$ cat src/isd_pkg.sv
package isd_pkg;

  // Slave address layout: fixed top bits plus strap offsets
  localparam logic [4:0] ADDR_HI_BASE  = 5'h12;  // Binary 10010, high strap at supply
  localparam logic [7:0] ADDR_BYTE_MIN = 8'h90;  // Lowest address byte reachable
  localparam logic [7:0] ADDR_BYTE_MAX = 8'hAE;  // Highest address byte reachable
  localparam int         ADDR_RW_BIT   = 0;      // Direction bit of the address byte
  localparam logic       DIR_WRITE     = 1'h0;   // Direction code for a write cycle
  localparam logic       DIR_READ      = 1'h1;   // Direction code for a read cycle

  // Subaddress byte fields
  localparam int SUB_SPI_RW_BIT = 7;  // Direction bit, SPI host only
  localparam int SUB_REG_MSB    = 6;  // Register index top
  localparam int SUB_REG_LSB    = 3;  // Register index bottom
  localparam int SUB_CH_MSB     = 2;  // Channel field top
  localparam int SUB_CH_LSB     = 1;  // Channel field bottom

  // Channel codes
  localparam logic [1:0] CH_FIRST  = 2'h0;  // First channel
  localparam logic [1:0] CH_SECOND = 2'h1;  // Second channel

  // Values after reset and fixed answers
  localparam logic [7:0] REG_RESET    = 8'h00;  // Register contents after reset
  localparam logic [7:0] RSV_READ     = 8'hFF;  // Answer for a reserved channel
  localparam logic [3:0] BIT_CNT_RST  = 4'h0;   // Bit counter after reset
  localparam logic [3:0] BIT_CNT_FULL = 4'h8;   // Bits in one byte
  localparam logic [1:0] STRAP_SETTLE = 2'h3;   // Cycles before straps are caught

  // Four ways a strap pin can be tied
  typedef enum logic [1:0] {
    STRAP_SUPPLY,
    STRAP_GROUND,
    STRAP_CLOCK,
    STRAP_DATA
  } isd_strap_e;

  // Bus-side protocol states
  typedef enum {
    ST_IDLE,
    ST_ADDR,
    ST_ADDR_ACK,
    ST_SUB,
    ST_SUB_ACK,
    ST_WDATA,
    ST_WDATA_ACK,
    ST_RDATA,
    ST_RACK
  } isd_state_e;

  // Seven-bit slave address from the two strap codes
  function automatic logic [6:0] isd_dev_addr(input logic [1:0] hi, input logic [1:0] lo);
    isd_dev_addr = {5'(ADDR_HI_BASE + {3'h0, hi}), lo};
  endfunction

  // Only the first two channel codes name real registers
  function automatic logic isd_ch_valid(input logic [1:0] ch);
    isd_ch_valid = (ch == CH_FIRST) || (ch == CH_SECOND);
  endfunction

  // Direction carried in the subaddress when it arrives over SPI
  function automatic logic isd_spi_sub_read(input logic [7:0] sub);
    isd_spi_sub_read = sub[SUB_SPI_RW_BIT];
  endfunction

endpackage

$ cat src/isd_mem_if.sv
`timescale 1ns/100ps
interface isd_mem_if;
  logic       we;     // One-cycle write strobe
  logic [1:0] ch;     // Channel of the access
  logic [3:0] idx;    // Register index in the channel
  logic [7:0] wdata;  // Byte to store
  logic [7:0] rdata;  // Registered read answer

  modport master (output we, output ch, output idx, output wdata, input rdata);
  modport mem    (input we, input ch, input idx, input wdata, output rdata);
endinterface

$ cat src/isd_regmem.sv
`timescale 1ns/100ps
module isd_regmem #(
  parameter int CHANNELS = 2,
  parameter int REGS     = 16
) (
  input wire logic clk,
  input wire logic rstn,
  isd_mem_if.mem   port
);

  logic [7:0] store [CHANNELS][REGS];  // Register contents per channel

  ////////////////////////////////////////////////////////////////////////////
  // Write port; a reserved channel never lands in the array
  always_ff @(posedge clk) begin
    if (!rstn) begin
      for (int c = 0; c < CHANNELS; c++) begin
        for (int r = 0; r < REGS; r++) begin
          store[c][r] <= isd_pkg::REG_RESET;
        end
      end
    end else if (port.we && isd_pkg::isd_ch_valid(port.ch)) begin
      store[port.ch[0]][port.idx] <= port.wdata;
    end
  end

  ////////////////////////////////////////////////////////////////////////////
  // Registered read; reserved channel answers a fixed byte
  always_ff @(posedge clk) begin
    if (!rstn) begin
      port.rdata <= isd_pkg::REG_RESET;
    end else if (!isd_pkg::isd_ch_valid(port.ch)) begin
      port.rdata <= isd_pkg::RSV_READ;
    end else begin
      port.rdata <= store[port.ch[0]][port.idx];
    end
  end

  wr_reserved_a: assert property (@(posedge clk) disable iff (!rstn)
    port.we && !isd_pkg::isd_ch_valid(port.ch) |=> $stable(store[0][port.idx]) && $stable(store[1][port.idx]))
    else $error("Reserved channel write changed a register");

endmodule

$ cat src/isd_i2c_slave.sv
`timescale 1ns/100ps
// Summary of operation
// Slave address comes from two strap pins
// Straps map address bytes 0x90 through 0xAE
// Address bit 0: 0 write, 1 read
// Master sends subaddress right after address
// Subaddress is a full byte, acknowledged
// Write: START, address, subaddress, data, STOP
// Written bytes go to the selected register
// Read: subaddress, repeated START, read address
// Device shifts bytes out, expects master ack
// Master nacks last byte, then sends STOP
// Subaddress bits 2:1 pick the channel
// Subaddress bits 6:3 pick the register
// Bit 0 ignored; bit 7 ignored here
// Over SPI bit 7 gives direction
// Acknowledge only our own address
// Reserved channel: no write, fixed read
module isd_i2c_slave (
  input  wire logic       clk,
  input  wire logic       rstn,
  input  wire logic       scl_in,           // Bus clock pin level
  input  wire logic       sda_in,           // Bus data pin level
  output logic            sda_out,          // Data drive level, always low
  output logic            sda_oe,           // High while pulling data low
  input  wire logic [1:0] addr_strap_high,  // Tie code of the high strap pin
  input  wire logic [1:0] addr_strap_low,   // Tie code of the low strap pin
  output logic            addressed,        // High while a cycle is ours
  output logic [1:0]      sel_channel,      // Channel of the current subaddress
  output logic [3:0]      sel_index         // Register of the current subaddress
);

  ////////////////////////////////////////////////////////////////////////////
  // Declarations
  logic [1:0] scl_sync;       // Clock pin synchroniser
  logic [1:0] sda_sync;       // Data pin synchroniser
  logic       scl_prev;       // Clock level one cycle earlier
  logic       sda_prev;       // Data level one cycle earlier
  logic [1:0] hi_sync0;       // High strap first stage
  logic [1:0] hi_sync1;       // High strap second stage
  logic [1:0] lo_sync0;       // Low strap first stage
  logic [1:0] lo_sync1;       // Low strap second stage
  logic [1:0] strap_wait;     // Settling count after reset
  logic       strap_ok;       // Straps have been caught
  logic [6:0] dev_addr;       // Own seven-bit address
  logic       scl_rise;       // Clock rising edge seen
  logic       scl_fall;       // Clock falling edge seen
  logic       bus_start;      // START or repeated START
  logic       bus_stop;       // STOP
  isd_pkg::isd_state_e state; // Protocol state
  logic [3:0] bit_cnt;        // Bits of the current byte
  logic [7:0] shift;          // Byte being shifted
  logic       dir;            // Direction of the current cycle
  logic       master_ack;     // Master acked the last read byte
  logic       byte_done;      // Eighth bit clocked, at falling edge
  logic       addr_match;     // Address byte is ours

  isd_mem_if mem ();

  ////////////////////////////////////////////////////////////////////////////
  // Pin synchronisers; first stage feeds only the second
  always_ff @(posedge clk) begin
    if (!rstn) begin
      scl_sync <= 2'h3;
      sda_sync <= 2'h3;
    end else begin
      scl_sync <= {scl_sync[0], scl_in};
      sda_sync <= {sda_sync[0], sda_in};
    end
  end

  // Previous synchronised levels for edge finding
  always_ff @(posedge clk) begin
    if (!rstn) begin
      scl_prev <= 1'h1;
      sda_prev <= 1'h1;
    end else begin
      scl_prev <= scl_sync[1];
      sda_prev <= sda_sync[1];
    end
  end

  // Edges and bus conditions; data moving while clock high is control
  assign scl_rise  = scl_sync[1] && !scl_prev;
  assign scl_fall  = !scl_sync[1] && scl_prev;
  assign bus_start = scl_sync[1] && scl_prev && sda_prev && !sda_sync[1];
  assign bus_stop  = scl_sync[1] && scl_prev && !sda_prev && sda_sync[1];

  ////////////////////////////////////////////////////////////////////////////
  // Strap capture: the pad decodes each tie into a code, we catch it once
  always_ff @(posedge clk) begin
    if (!rstn) begin
      hi_sync0 <= 2'h0;
      hi_sync1 <= 2'h0;
      lo_sync0 <= 2'h0;
      lo_sync1 <= 2'h0;
    end else begin
      hi_sync0 <= addr_strap_high;
      hi_sync1 <= hi_sync0;
      lo_sync0 <= addr_strap_low;
      lo_sync1 <= lo_sync0;
    end
  end

  // Latch the address after the synchronisers settle; straps never move later
  always_ff @(posedge clk) begin
    if (!rstn) begin
      strap_wait <= 2'h0;
      strap_ok   <= 1'h0;
      dev_addr   <= 7'h00;
    end else if (!strap_ok) begin
      strap_wait <= 2'(strap_wait + 2'h1);
      if (strap_wait == isd_pkg::STRAP_SETTLE) begin
        strap_ok <= 1'h1;
        dev_addr <= isd_pkg::isd_dev_addr(hi_sync1, lo_sync1);
      end
    end
  end

  ////////////////////////////////////////////////////////////////////////////
  // Byte framing helpers
  assign byte_done  = scl_fall && (bit_cnt == isd_pkg::BIT_CNT_FULL);
  assign addr_match = strap_ok && (shift[7:1] == dev_addr);

  // Bit counter and shifter; receive on rising edge, send on falling
  always_ff @(posedge clk) begin
    if (!rstn) begin
      bit_cnt <= isd_pkg::BIT_CNT_RST;
      shift   <= 8'h00;
    end else if (bus_start || byte_done) begin
      bit_cnt <= isd_pkg::BIT_CNT_RST;
      if (byte_done && (state == isd_pkg::ST_RDATA)) begin
        shift <= 8'h00;
      end
    end else if (scl_fall && ((state == isd_pkg::ST_ADDR_ACK && dir == isd_pkg::DIR_READ)
                              || (state == isd_pkg::ST_RACK && master_ack))) begin
      shift <= mem.rdata;
    end else if (scl_rise && state inside {isd_pkg::ST_ADDR, isd_pkg::ST_SUB, isd_pkg::ST_WDATA}) begin
      shift   <= {shift[6:0], sda_sync[1]};  // Most significant bit first
      bit_cnt <= 4'(bit_cnt + 4'h1);
    end else if (state == isd_pkg::ST_RDATA) begin
      if (scl_rise) begin
        bit_cnt <= 4'(bit_cnt + 4'h1);
      end else if (scl_fall) begin
        shift <= {shift[6:0], 1'h0};
      end
    end
  end

  ////////////////////////////////////////////////////////////////////////////
  // Protocol sequencer; START from anywhere restarts, which covers repeated START
  always_ff @(posedge clk) begin
    if (!rstn) begin
      state <= isd_pkg::ST_IDLE;
    end else if (bus_stop) begin
      state <= isd_pkg::ST_IDLE;
    end else if (bus_start) begin
      state <= isd_pkg::ST_ADDR;
    end else if (scl_fall) begin
      unique case (state)
        isd_pkg::ST_IDLE: begin
          state <= isd_pkg::ST_IDLE;
        end
        isd_pkg::ST_ADDR: begin
          if (byte_done) begin
            state <= addr_match ? isd_pkg::ST_ADDR_ACK : isd_pkg::ST_IDLE;
          end
        end
        isd_pkg::ST_ADDR_ACK: begin
          state <= (dir == isd_pkg::DIR_READ) ? isd_pkg::ST_RDATA : isd_pkg::ST_SUB;
        end
        isd_pkg::ST_SUB: begin
          if (byte_done) begin
            state <= isd_pkg::ST_SUB_ACK;
          end
        end
        isd_pkg::ST_SUB_ACK: begin
          state <= isd_pkg::ST_WDATA;
        end
        isd_pkg::ST_WDATA: begin
          if (byte_done) begin
            state <= isd_pkg::ST_WDATA_ACK;
          end
        end
        isd_pkg::ST_WDATA_ACK: begin
          state <= isd_pkg::ST_WDATA;  // Any number of data bytes
        end
        isd_pkg::ST_RDATA: begin
          if (byte_done) begin
            state <= isd_pkg::ST_RACK;
          end
        end
        isd_pkg::ST_RACK: begin
          state <= master_ack ? isd_pkg::ST_RDATA : isd_pkg::ST_IDLE;
        end
      endcase
    end
  end

  // Direction caught from the address byte
  always_ff @(posedge clk) begin
    if (!rstn) begin
      dir <= isd_pkg::DIR_WRITE;
    end else if (state == isd_pkg::ST_ADDR && byte_done) begin
      dir <= shift[isd_pkg::ADDR_RW_BIT];
    end
  end

  // Master acknowledge sampled on the ninth rising edge of a read byte
  always_ff @(posedge clk) begin
    if (!rstn) begin
      master_ack <= 1'h0;
    end else if (state == isd_pkg::ST_RACK && scl_rise) begin
      master_ack <= !sda_sync[1];
    end
  end

  ////////////////////////////////////////////////////////////////////////////
  // Subaddress decode; bits 7 and 0 take no part on this host port
  always_ff @(posedge clk) begin
    if (!rstn) begin
      sel_channel <= isd_pkg::CH_FIRST;
      sel_index   <= 4'h0;
    end else if (state == isd_pkg::ST_SUB && byte_done) begin
      sel_channel <= shift[isd_pkg::SUB_CH_MSB:isd_pkg::SUB_CH_LSB];
      sel_index   <= shift[isd_pkg::SUB_REG_MSB:isd_pkg::SUB_REG_LSB];
    end
  end

  // Write strobe after each data byte; every byte hits the same location.
  // Reserved channels still strobe; the memory refuses them itself
  always_ff @(posedge clk) begin
    if (!rstn) begin
      mem.we    <= 1'h0;
      mem.wdata <= isd_pkg::REG_RESET;
    end else begin
      mem.we <= (state == isd_pkg::ST_WDATA) && byte_done;
      if (state == isd_pkg::ST_WDATA && byte_done) begin
        mem.wdata <= shift;
      end
    end
  end

  // Memory address follows the decoded subaddress
  assign mem.ch  = sel_channel;
  assign mem.idx = sel_index;

  isd_regmem #(
    .CHANNELS (2),
    .REGS     (16)
  ) u_regmem (
    .clk  (clk),
    .rstn (rstn),
    .port (mem.mem)
  );

  ////////////////////////////////////////////////////////////////////////////
  // Data pin drive: only a low is ever driven, released otherwise
  always_ff @(posedge clk) begin
    if (!rstn) begin
      sda_oe  <= 1'h0;
      sda_out <= 1'h0;
    end else if (bus_start || bus_stop) begin
      sda_oe <= 1'h0;
    end else if (scl_fall) begin
      unique case (state)
        isd_pkg::ST_ADDR:      sda_oe <= byte_done && addr_match;
        isd_pkg::ST_SUB:       sda_oe <= byte_done;
        isd_pkg::ST_WDATA:     sda_oe <= byte_done;
        isd_pkg::ST_ADDR_ACK:  sda_oe <= (dir == isd_pkg::DIR_READ) && !mem.rdata[7];
        isd_pkg::ST_RDATA:     sda_oe <= !byte_done && !shift[6];
        isd_pkg::ST_RACK:      sda_oe <= master_ack && !mem.rdata[7];
        default:               sda_oe <= 1'h0;
      endcase
    end
  end

  // Cycle ownership flag for the core
  always_ff @(posedge clk) begin
    if (!rstn) begin
      addressed <= 1'h0;
    end else begin
      addressed <= !(state inside {isd_pkg::ST_IDLE, isd_pkg::ST_ADDR});
    end
  end

  ////////////////////////////////////////////////////////////////////////////
  // Checks
  strap_range_a: assert property (@(posedge clk) disable iff (!rstn)
    strap_ok |-> {dev_addr, 1'h0} >= isd_pkg::ADDR_BYTE_MIN && {dev_addr, 1'h0} <= isd_pkg::ADDR_BYTE_MAX)
    else $error("Strap address out of range");

  foreign_addr_a: assert property (@(posedge clk) disable iff (!rstn)
    state == isd_pkg::ST_ADDR && byte_done && !addr_match |=> !sda_oe && state == isd_pkg::ST_IDLE)
    else $error("Foreign address was acknowledged");

  own_addr_a: assert property (@(posedge clk) disable iff (!rstn)
    state == isd_pkg::ST_ADDR && byte_done && addr_match && !bus_stop |=> sda_oe && state == isd_pkg::ST_ADDR_ACK)
    else $error("Own address not acknowledged");

  dir_split_a: assert property (@(posedge clk) disable iff (!rstn)
    state == isd_pkg::ST_ADDR_ACK && scl_fall && !bus_start && !bus_stop
    |=> (state == isd_pkg::ST_RDATA) == (dir == isd_pkg::DIR_READ))
    else $error("Direction bit not honoured");

  sub_ack_a: assert property (@(posedge clk) disable iff (!rstn)
    state == isd_pkg::ST_SUB && byte_done && !bus_stop |=> sda_oe ##0 state == isd_pkg::ST_SUB_ACK)
    else $error("Subaddress not acknowledged");

  sub_decode_a: assert property (@(posedge clk) disable iff (!rstn)
    state == isd_pkg::ST_SUB && byte_done
    |=> sel_channel == $past(shift[2:1]) && sel_index == $past(shift[6:3]))
    else $error("Subaddress decoded wrongly");

  write_strobe_a: assert property (@(posedge clk) disable iff (!rstn)
    state == isd_pkg::ST_WDATA && byte_done && isd_pkg::isd_ch_valid(sel_channel)
    |=> mem.we && mem.wdata == $past(shift) ##1 !mem.we)
    else $error("Data byte not written once");

  rack_release_a: assert property (@(posedge clk) disable iff (!rstn)
    state == isd_pkg::ST_RACK |-> !sda_oe)
    else $error("Data held during master acknowledge");

  nack_end_a: assert property (@(posedge clk) disable iff (!rstn)
    state == isd_pkg::ST_RACK && scl_fall && !master_ack && !bus_start |=> state == isd_pkg::ST_IDLE)
    else $error("Read went on after a nack");

  write_seen_c: cover property (@(posedge clk) disable iff (!rstn) mem.we);
  read_seen_c: cover property (@(posedge clk) disable iff (!rstn)
    state == isd_pkg::ST_RACK && scl_fall && !master_ack);
  foreign_seen_c: cover property (@(posedge clk) disable iff (!rstn)
    state == isd_pkg::ST_ADDR && byte_done && !addr_match);
  resv_seen_c: cover property (@(posedge clk) disable iff (!rstn)
    state == isd_pkg::ST_WDATA && byte_done && !isd_pkg::isd_ch_valid(sel_channel));

endmodule

$ cat config.mk
export PLATFORM = sky130hd
export DESIGN_NAME = isd_i2c_slave
export DESIGN_NICKNAME = d
export VERILOG_FILES = /design/src/isd_pkg.sv /design/src/isd_mem_if.sv /design/src/isd_regmem.sv /design/src/isd_i2c_slave.sv
export SDC_FILE = /design/constraint.sdc
export NUM_CORES = 1
export LEC_CHECK = 0
export BUFFER_PORTS_ARGS = -buffer_cell sky130_fd_sc_hd__buf_2
export CAP_MARGIN = 10
export CORE_MARGIN = 2
export CORE_UTILIZATION = 55
export DETAILED_ROUTE_END_ITERATION = 10
export GPL_TIMING_DRIVEN = 0
export PLACE_DENSITY = 0.85
export SLEW_MARGIN = 20
export SYNTH_ARGS = -nofsm -noshare
export SYNTH_HDL_FRONTEND = slang
export SYNTH_HIERARCHICAL = 1
export SYNTH_SLANG_ARGS = --single-unit
$ cat constraint.sdc
create_clock -name clk -period 2.4 [get_ports clk]
set_clock_uncertainty 0.05 [all_clocks]
set_input_delay 0.48 -clock clk [delete_from_list [all_inputs] [get_ports clk]]
set_output_delay 0.48 -clock clk [all_outputs]
set_load 0.1 [all_outputs]
After elaboration in Yosys (flattened, before gate mapping) --
Memory sizes are Yosys's and may differ from the RTL's. A register that Yosys moved wholly into a read port is not among the register bits. Cells that the tools add are included.
Word-level totals: memories 1, logic and storage cells 157, register bits after elaboration 95, input bits 8, bits in writable memories 256, output and inout port bits 9
Operators by class: equal/unequal tests 28, mux-type cells 38, $lt $le $gt $ge 2, bitwise gates (word level) 4, reduce and logical (&&, ||, !) cells 57, add/sub/neg operators 3
Memories:
- u_regmem.store | depth 2, width 128, rd ports 1, clocked after Yosys merged registers in 1, write ports 2, RTL line isd_regmem.sv:11 | logic [7:0] store [CHANNELS][REGS];
Operators with widths (count):
- 2-to-1 mux 128 bit | 3
- one-hot mux 32 bit (8 select lines) | 1
- == test 32 x 3 -> 1 bit (second input constant) | 6
- 2-to-1 mux 32 bit | 4
- OR reduction 128 bit | 1
- == test 32 x 2 -> 1 bit (second input constant) | 3
- == test 32 x 4 -> 1 bit (second input constant) | 3
- 2-to-1 mux 8 bit | 11
- binary-select mux 8 bit (select 4 bit) | 1
- demux 8 bit (select 4 bit) | 1
- == test 32 x 1 -> 1 bit (second input constant) | 1
- == test 32 x 5 -> 1 bit (second input constant) | 1
- zero test 32 bit | 1
- logical AND 1 bit | 24
- 2-to-1 mux 4 bit | 3
- inequality test 3 bit (second input constant) | 4
- 2-to-1 mux 1 bit | 10
- AND reduction 5 bit | 2
- OR reduction 2 bit | 5
- zero test 1 bit | 8
- inequality test 2 bit (second input constant) | 4
- nonzero test 2 bit | 4
- nonzero test 4 bit | 2
- == test 7 bit | 1
- 22 further kinds | 28

Depth between registers and ports, before layout --
depth after elaboration 8, depth in mapped cells 9

Hierarchy --
Netlist, hierarchy kept.
By module, submodules not included:
- isd_regmem | area each 11374.7 µm², sequential area each 7847.5 µm², cells an instance 796, times used 1
- isd_i2c_slave | area each 2546.2 µm², sequential area each 1161.1 µm², cells an instance 261, times used 1

Worst setup path after synthesis --
Ideal clock, no wire load.
path type reg-to-reg, start point register sel_index[0], end point memory u_regmem/store[0][16] in the netlist's numbering, enable pin, setup slack -0.453 ns, stages on the path, launching flop included 5, required time 1.966 ns, data arrival time 2.419 ns, setup time 0.384 ns, cells stage by stage dfxtp_1 > buf_2 > nor2b_1 > nand2_1 > o21ai_0
RTL lines:
- from (decl) | RTL line isd_i2c_slave.sv:30 | output logic [3:0] sel_index
- from (signal assigned) | RTL line isd_i2c_slave.sv:226 | sel_index <= shift[isd_pkg::SUB_REG_MSB:isd_pkg::SUB_REG_LSB];
- to (decl) | RTL line isd_regmem.sv:11

Final worst setup path --
start point register sel_channel[0], end point register u_regmem.port.rdata[4]
Between the ends: word-level cells in the longest chain between the ends 3, elaborated cells between the ends (all ways) 4, those cells by class eq/ne (1); mux (1); reduce/logical (2)
Ends and longest elaborated chain:
- from (decl) | RTL line isd_i2c_slave.sv:29 | output logic [1:0] sel_channel,
- from (signal assigned) | RTL line isd_i2c_slave.sv:222 | sel_channel <= isd_pkg::CH_FIRST;
- from (signal assigned) | RTL line isd_i2c_slave.sv:225 | sel_channel <= shift[isd_pkg::SUB_CH_MSB:isd_pkg::SUB_CH_LSB];
- == test 2 x 1 -> 1 bit or zero test 2 bit (tied branches) | RTL line isd_pkg.sv:57 | isd_ch_valid = (ch == CH_FIRST) || (ch == CH_SECOND);
- logical OR 1 bit (*) | RTL line isd_pkg.sv:57
- 2-to-1 mux 8 bit (*) | RTL line isd_regmem.sv:32 | end else if (!isd_pkg::isd_ch_valid(port.ch)) begin
- to (signal assigned) | RTL line isd_regmem.sv:31 | port.rdata <= isd_pkg::REG_RESET;
- to (signal assigned) | RTL line isd_regmem.sv:33 | port.rdata <= isd_pkg::RSV_READ;
- to (signal assigned) | RTL line isd_regmem.sv:35 | port.rdata <= store[port.ch[0]][port.idx];
- to (decl) | RTL line isd_mem_if.sv:10 | modport mem (input we, input ch, input idx, input wdata, output rdata);
Every way passes the cells marked *; elsewhere a longest branch is shown, timed or not. A chain may end at the register's enable or synchronous reset.

==> impl_summary.log <==
INFO  metric std_cell_rows = 58
INFO  metric number_of_global_route_vias_before_repair = 9072
INFO  metric floorplan.io_pins = 17
INFO  metric number_of_antenna_violations_at_the_first_check_in_global_routing = 0
INFO  metric rsz0062_at_grt = no
INFO  metric floorplan.die.height = 163.1 um
INFO  metric worstRegToRegCells = 7
INFO  metric grt.total_usage = 27.35%
INFO  metric ys_seq_area_share = 64.71%
INFO  metric ctsHoldBuffers = 0
INFO  metric fin_hold_ws = 126.3 ps
INFO  metric syn_area = 13920 um2
INFO  metric path_max_fanout = 10
INFO  metric drive_above_1_share = 15.11%
INFO  metric grt_start_max_net_pins = 16
INFO  metric synth_top_area_cell = sky130_fd_sc_hd__edfxtp_1
INFO  metric grt_busiest_layer = met2
INFO  metric tritoncts.num_buffers = 34
INFO  metric critical_path_required = 2740 ps
INFO  metric dp.final_hpwl = 23850 um
INFO  metric finalPower = 11.86 mW
INFO  metric die_w = 163.1 um
INFO  metric tightest_slew = 865.8 ps
INFO  metric grt_use_met1 = 35.13%
INFO  metric place_inst = 1402
INFO  metric timing.critical_path.to_type = register
INFO  metric postSynthNetCount = 1068
INFO  metric most_frequent_cells_after_synthesis = 256 x sky130_fd_sc_hd__edfxtp_1, 156 x sky130_fd_sc_hd__mux2i_1, 131 x sky130_fd_sc_hd__and2_1
INFO  metric p_r_area_growth_vs_syn = 12.72%
INFO  metric synthesis.area_per_instance = 13.17 um2
INFO  metric rrSetupSlack = -8 ps
INFO  metric hold-path-cell-count = 2
INFO  metric layout.nets = 1120
INFO  metric timing.final.hold_violations = 0
INFO  metric max_slew_margin = 42.28%
INFO  metric drv_cap = 0
INFO  metric num_antenna_cells = 0
INFO  metric critPathLaunchType = register
INFO  metric routability_congestion_estimate_from_global_placement = 1.053
INFO  metric holdCritStartpoint = sda_in
INFO  metric cp_data_arrival_time = 2750 ps
INFO  metric remaining_drc_errors = 0
INFO  metric max_clock_freq = 415.3 MHz
INFO  metric firstDrtPassIters = 5
INFO  metric detail_route.wirelength = 35420 um
INFO  metric failing_checks = negative setup slack
INFO  metric vias_per_cell = 6.228
INFO  metric postRouteAntennaNets = 0
INFO  metric crit_start = sel_channel[0]
INFO  metric gr-usage-met3 = 5.282%
INFO  metric ys_seq_elements = 322
INFO  metric clock-root-buffer = sky130_fd_sc_hd__clkbuf_16
INFO  metric post_synth_mux_area_share = 11.22%
INFO  metric ctsLongestPathBuffers = 3
INFO  metric worst_ir_drop_vdd = 0.5040 mV
INFO  metric synth-edff-count = 256
INFO  metric floorplan.initialDensity = 55.60%
INFO  metric die_area = 26600 um2
INFO  metric dr.first_iter.drc_count = 1188
INFO  metric synth_xor_area_share = 0.6921%
INFO  metric hold_path_end = sda_sync[0]
INFO  metric yosys_warnings = 6
INFO  metric power-per-cell-area = 755.8 nW/um2
INFO  metric final_critical_path_setup_slack = -8.115 ps
INFO  metric clk_pin_slew = 60 ps
INFO  metric core_region_area = 25040 um2
INFO  metric postSynth.topFlopCell = sky130_fd_sc_hd__edfxtp_1
INFO  metric grt_first_pass_wirelength = 53340 um
INFO  metric synth_simple_gate_area_share = 12.69%
INFO  metric synth_cell_types = 59
INFO  metric r2r_start = sel_channel[0]
INFO  metric share_of_the_synthesized_area_in_compound_gates_ao_oa_aoi_oai = 7.649%
INFO  metric final_period_minus_worst_setup_slack = 2408 ps
INFO  metric place.port_buffers = 15
INFO  metric setup-tns-final = -8.115 ps
INFO  metric timing.setup.critical_path_class = reg2reg
INFO  metric dr_wl_cell = 24.23 um
INFO  metric synthTopCellsByArea = sky130_fd_sc_hd__edfxtp_1 55%, sky130_fd_sc_hd__mux2i_1 11%, sky130_fd_sc_hd__dfxtp_1 9.5%
INFO  metric status = finished with violations
INFO  metric synthArstFlopShare = 0%
INFO  metric clock_insertion_delay_worst_skew = 510 ps
INFO  metric globalRouteMet2Util = 44.74%
INFO  metric synthMostInstantiatedCell = sky130_fd_sc_hd__edfxtp_1
INFO  metric tritoncts = done
INFO  metric main_combinational_cell_family_by_area_after_synthesis = simple AND/OR/NAND/NOR gates
INFO  metric clock_tree.htree_level_count = 2
INFO  metric worst_r2r_endpoint = u_regmem/port.rdata[4]
INFO  metric post_layout_nonfiller_instances = 1462
INFO  metric fraction_of_post_synthesis_cell_area_in_the_top_cell_type_by_area = 55.22%
INFO  metric numClockSinks = 322
INFO  metric p_leak = 5.109 nW
INFO  metric syn_inst = 1057
INFO  metric postLayoutCellArea = 15690 um2
INFO  metric worstHoldPathType = in2reg
INFO  metric adder_cell_share_of_the_synthesized_area = 0.2696%
INFO  metric final-max-slew-violation-count = 0
INFO  metric grt_remaining_overflow = 0
INFO  metric dpl-instance-area = 14430 um2
INFO  metric vias_post_dr = 9105
INFO  metric layout_worst_path_cycle_share = 100.3%
INFO  metric setup_viol = 1
worst max-delay path, stage by stage (launching register included):
cell and delay (ps):
sky130_fd_sc_hd__dfxtp_2 450, sky130_fd_sc_hd__buf_4 260, sky130_fd_sc_hd__buf_4 260, sky130_fd_sc_hd__mux2i_1 260, sky130_fd_sc_hd__o22ai_1 140, sky130_fd_sc_hd__o21ai_0 320
sky130_fd_sc_hd__nand4_1 280, sky130_fd_sc_hd__o21a_1 260
through the flow:
stage	worst slack (ps)	util [%]
after floorplan	-93.74	-
after global placement	-870.3	57.63
after detailed placement	-796.9	57.63
after CTS	6.331	62.44
after global routing	5.925	62.67
final	-8.115	62.67
layer usage:
layer | up-vias | wire length (um)
met5 | - | 0
met4 | 0 | 1818
met3 | 128 | 3601
met2 | 539 | 16720
met1 | 4445 | 13280
li1 | 3993 | -
repair_timing:
item	in CTS	in global routing
hold endpoints to repair	0	0
pin swaps	1	1
endpoints found under the setup margin	354	231
gates resized for setup	49	20
buffers inserted	3	1
how the worst max path moves through the flow:
stage                             endpoint  slack [ps]
global route        u_regmem/port.rdata[0]           6
global placement      u_regmem/store[0][2]        -870
detailed placement   u_regmem/store[0][71]        -800
CTS                  u_regmem/store[0][22]           6
finish              u_regmem/port.rdata[4]          -8
floorplan            u_regmem/store[0][16]         -90
cells in the final DEF (no fill, tap or decap), drive strengths merged, types with 3 or more instances in the layout:
master    instances
nor3              4
a211oi            3
buf              55
edfxtp          256
nor2b            11
clkinv           10
o21ai            51
inv               7
clkinvlp          8
a21oi            23
xor2              5
o31ai             9
and2            132
xnor2             6
nand3b            3
nand4            11
nand2            23
mux2i           156
ha                3
dfxtp            66
nand3            17
o21a              8
o22ai            64
nand2b           17
nor2             81
clkbuf           72
bufinv            4
report_power, final:
part	internal [mW]	total [mW]	switching, mW
clock	3.10	5.11	2.02
sequential	6.26	6.35	0.0870
combinational	0.125	0.399	0.274
total	9.48	11.9	2.38
kinds of logic (layout without fill, tap and decap cells):
family	count (synthesis)	after routing
other cells	1	1
xor+xnor	11	11
mux	156	156
compound gates	172	172
fa+ha+maj	3	3
buf+inv	81	156
simple gates	311	311
flops	322	322
sequential cells by signal, summed over array words and instances (netlist names), 4 cells and up:
name	cells
u_regmem/store	256
mem.wdata	8
shift	8
u_regmem/port.rdata	8
dev_addr	6
bit_cnt	4
sel_index	4
state	4
area by class of cell:
type / count / area [um2]
tap: 330 / 412.9
timing repair buffer: 19 / 105.1
fill: 1771 / 9345
clock inverter: 17 / 186.4
multi-input combinational: 654 / 4642
inverter: 12 / 67.56
clock buffer: 42 / 902.1
buffer: 66 / 359.1
sequential: 322 / 9016
Power figures use the tool's default switching activity.
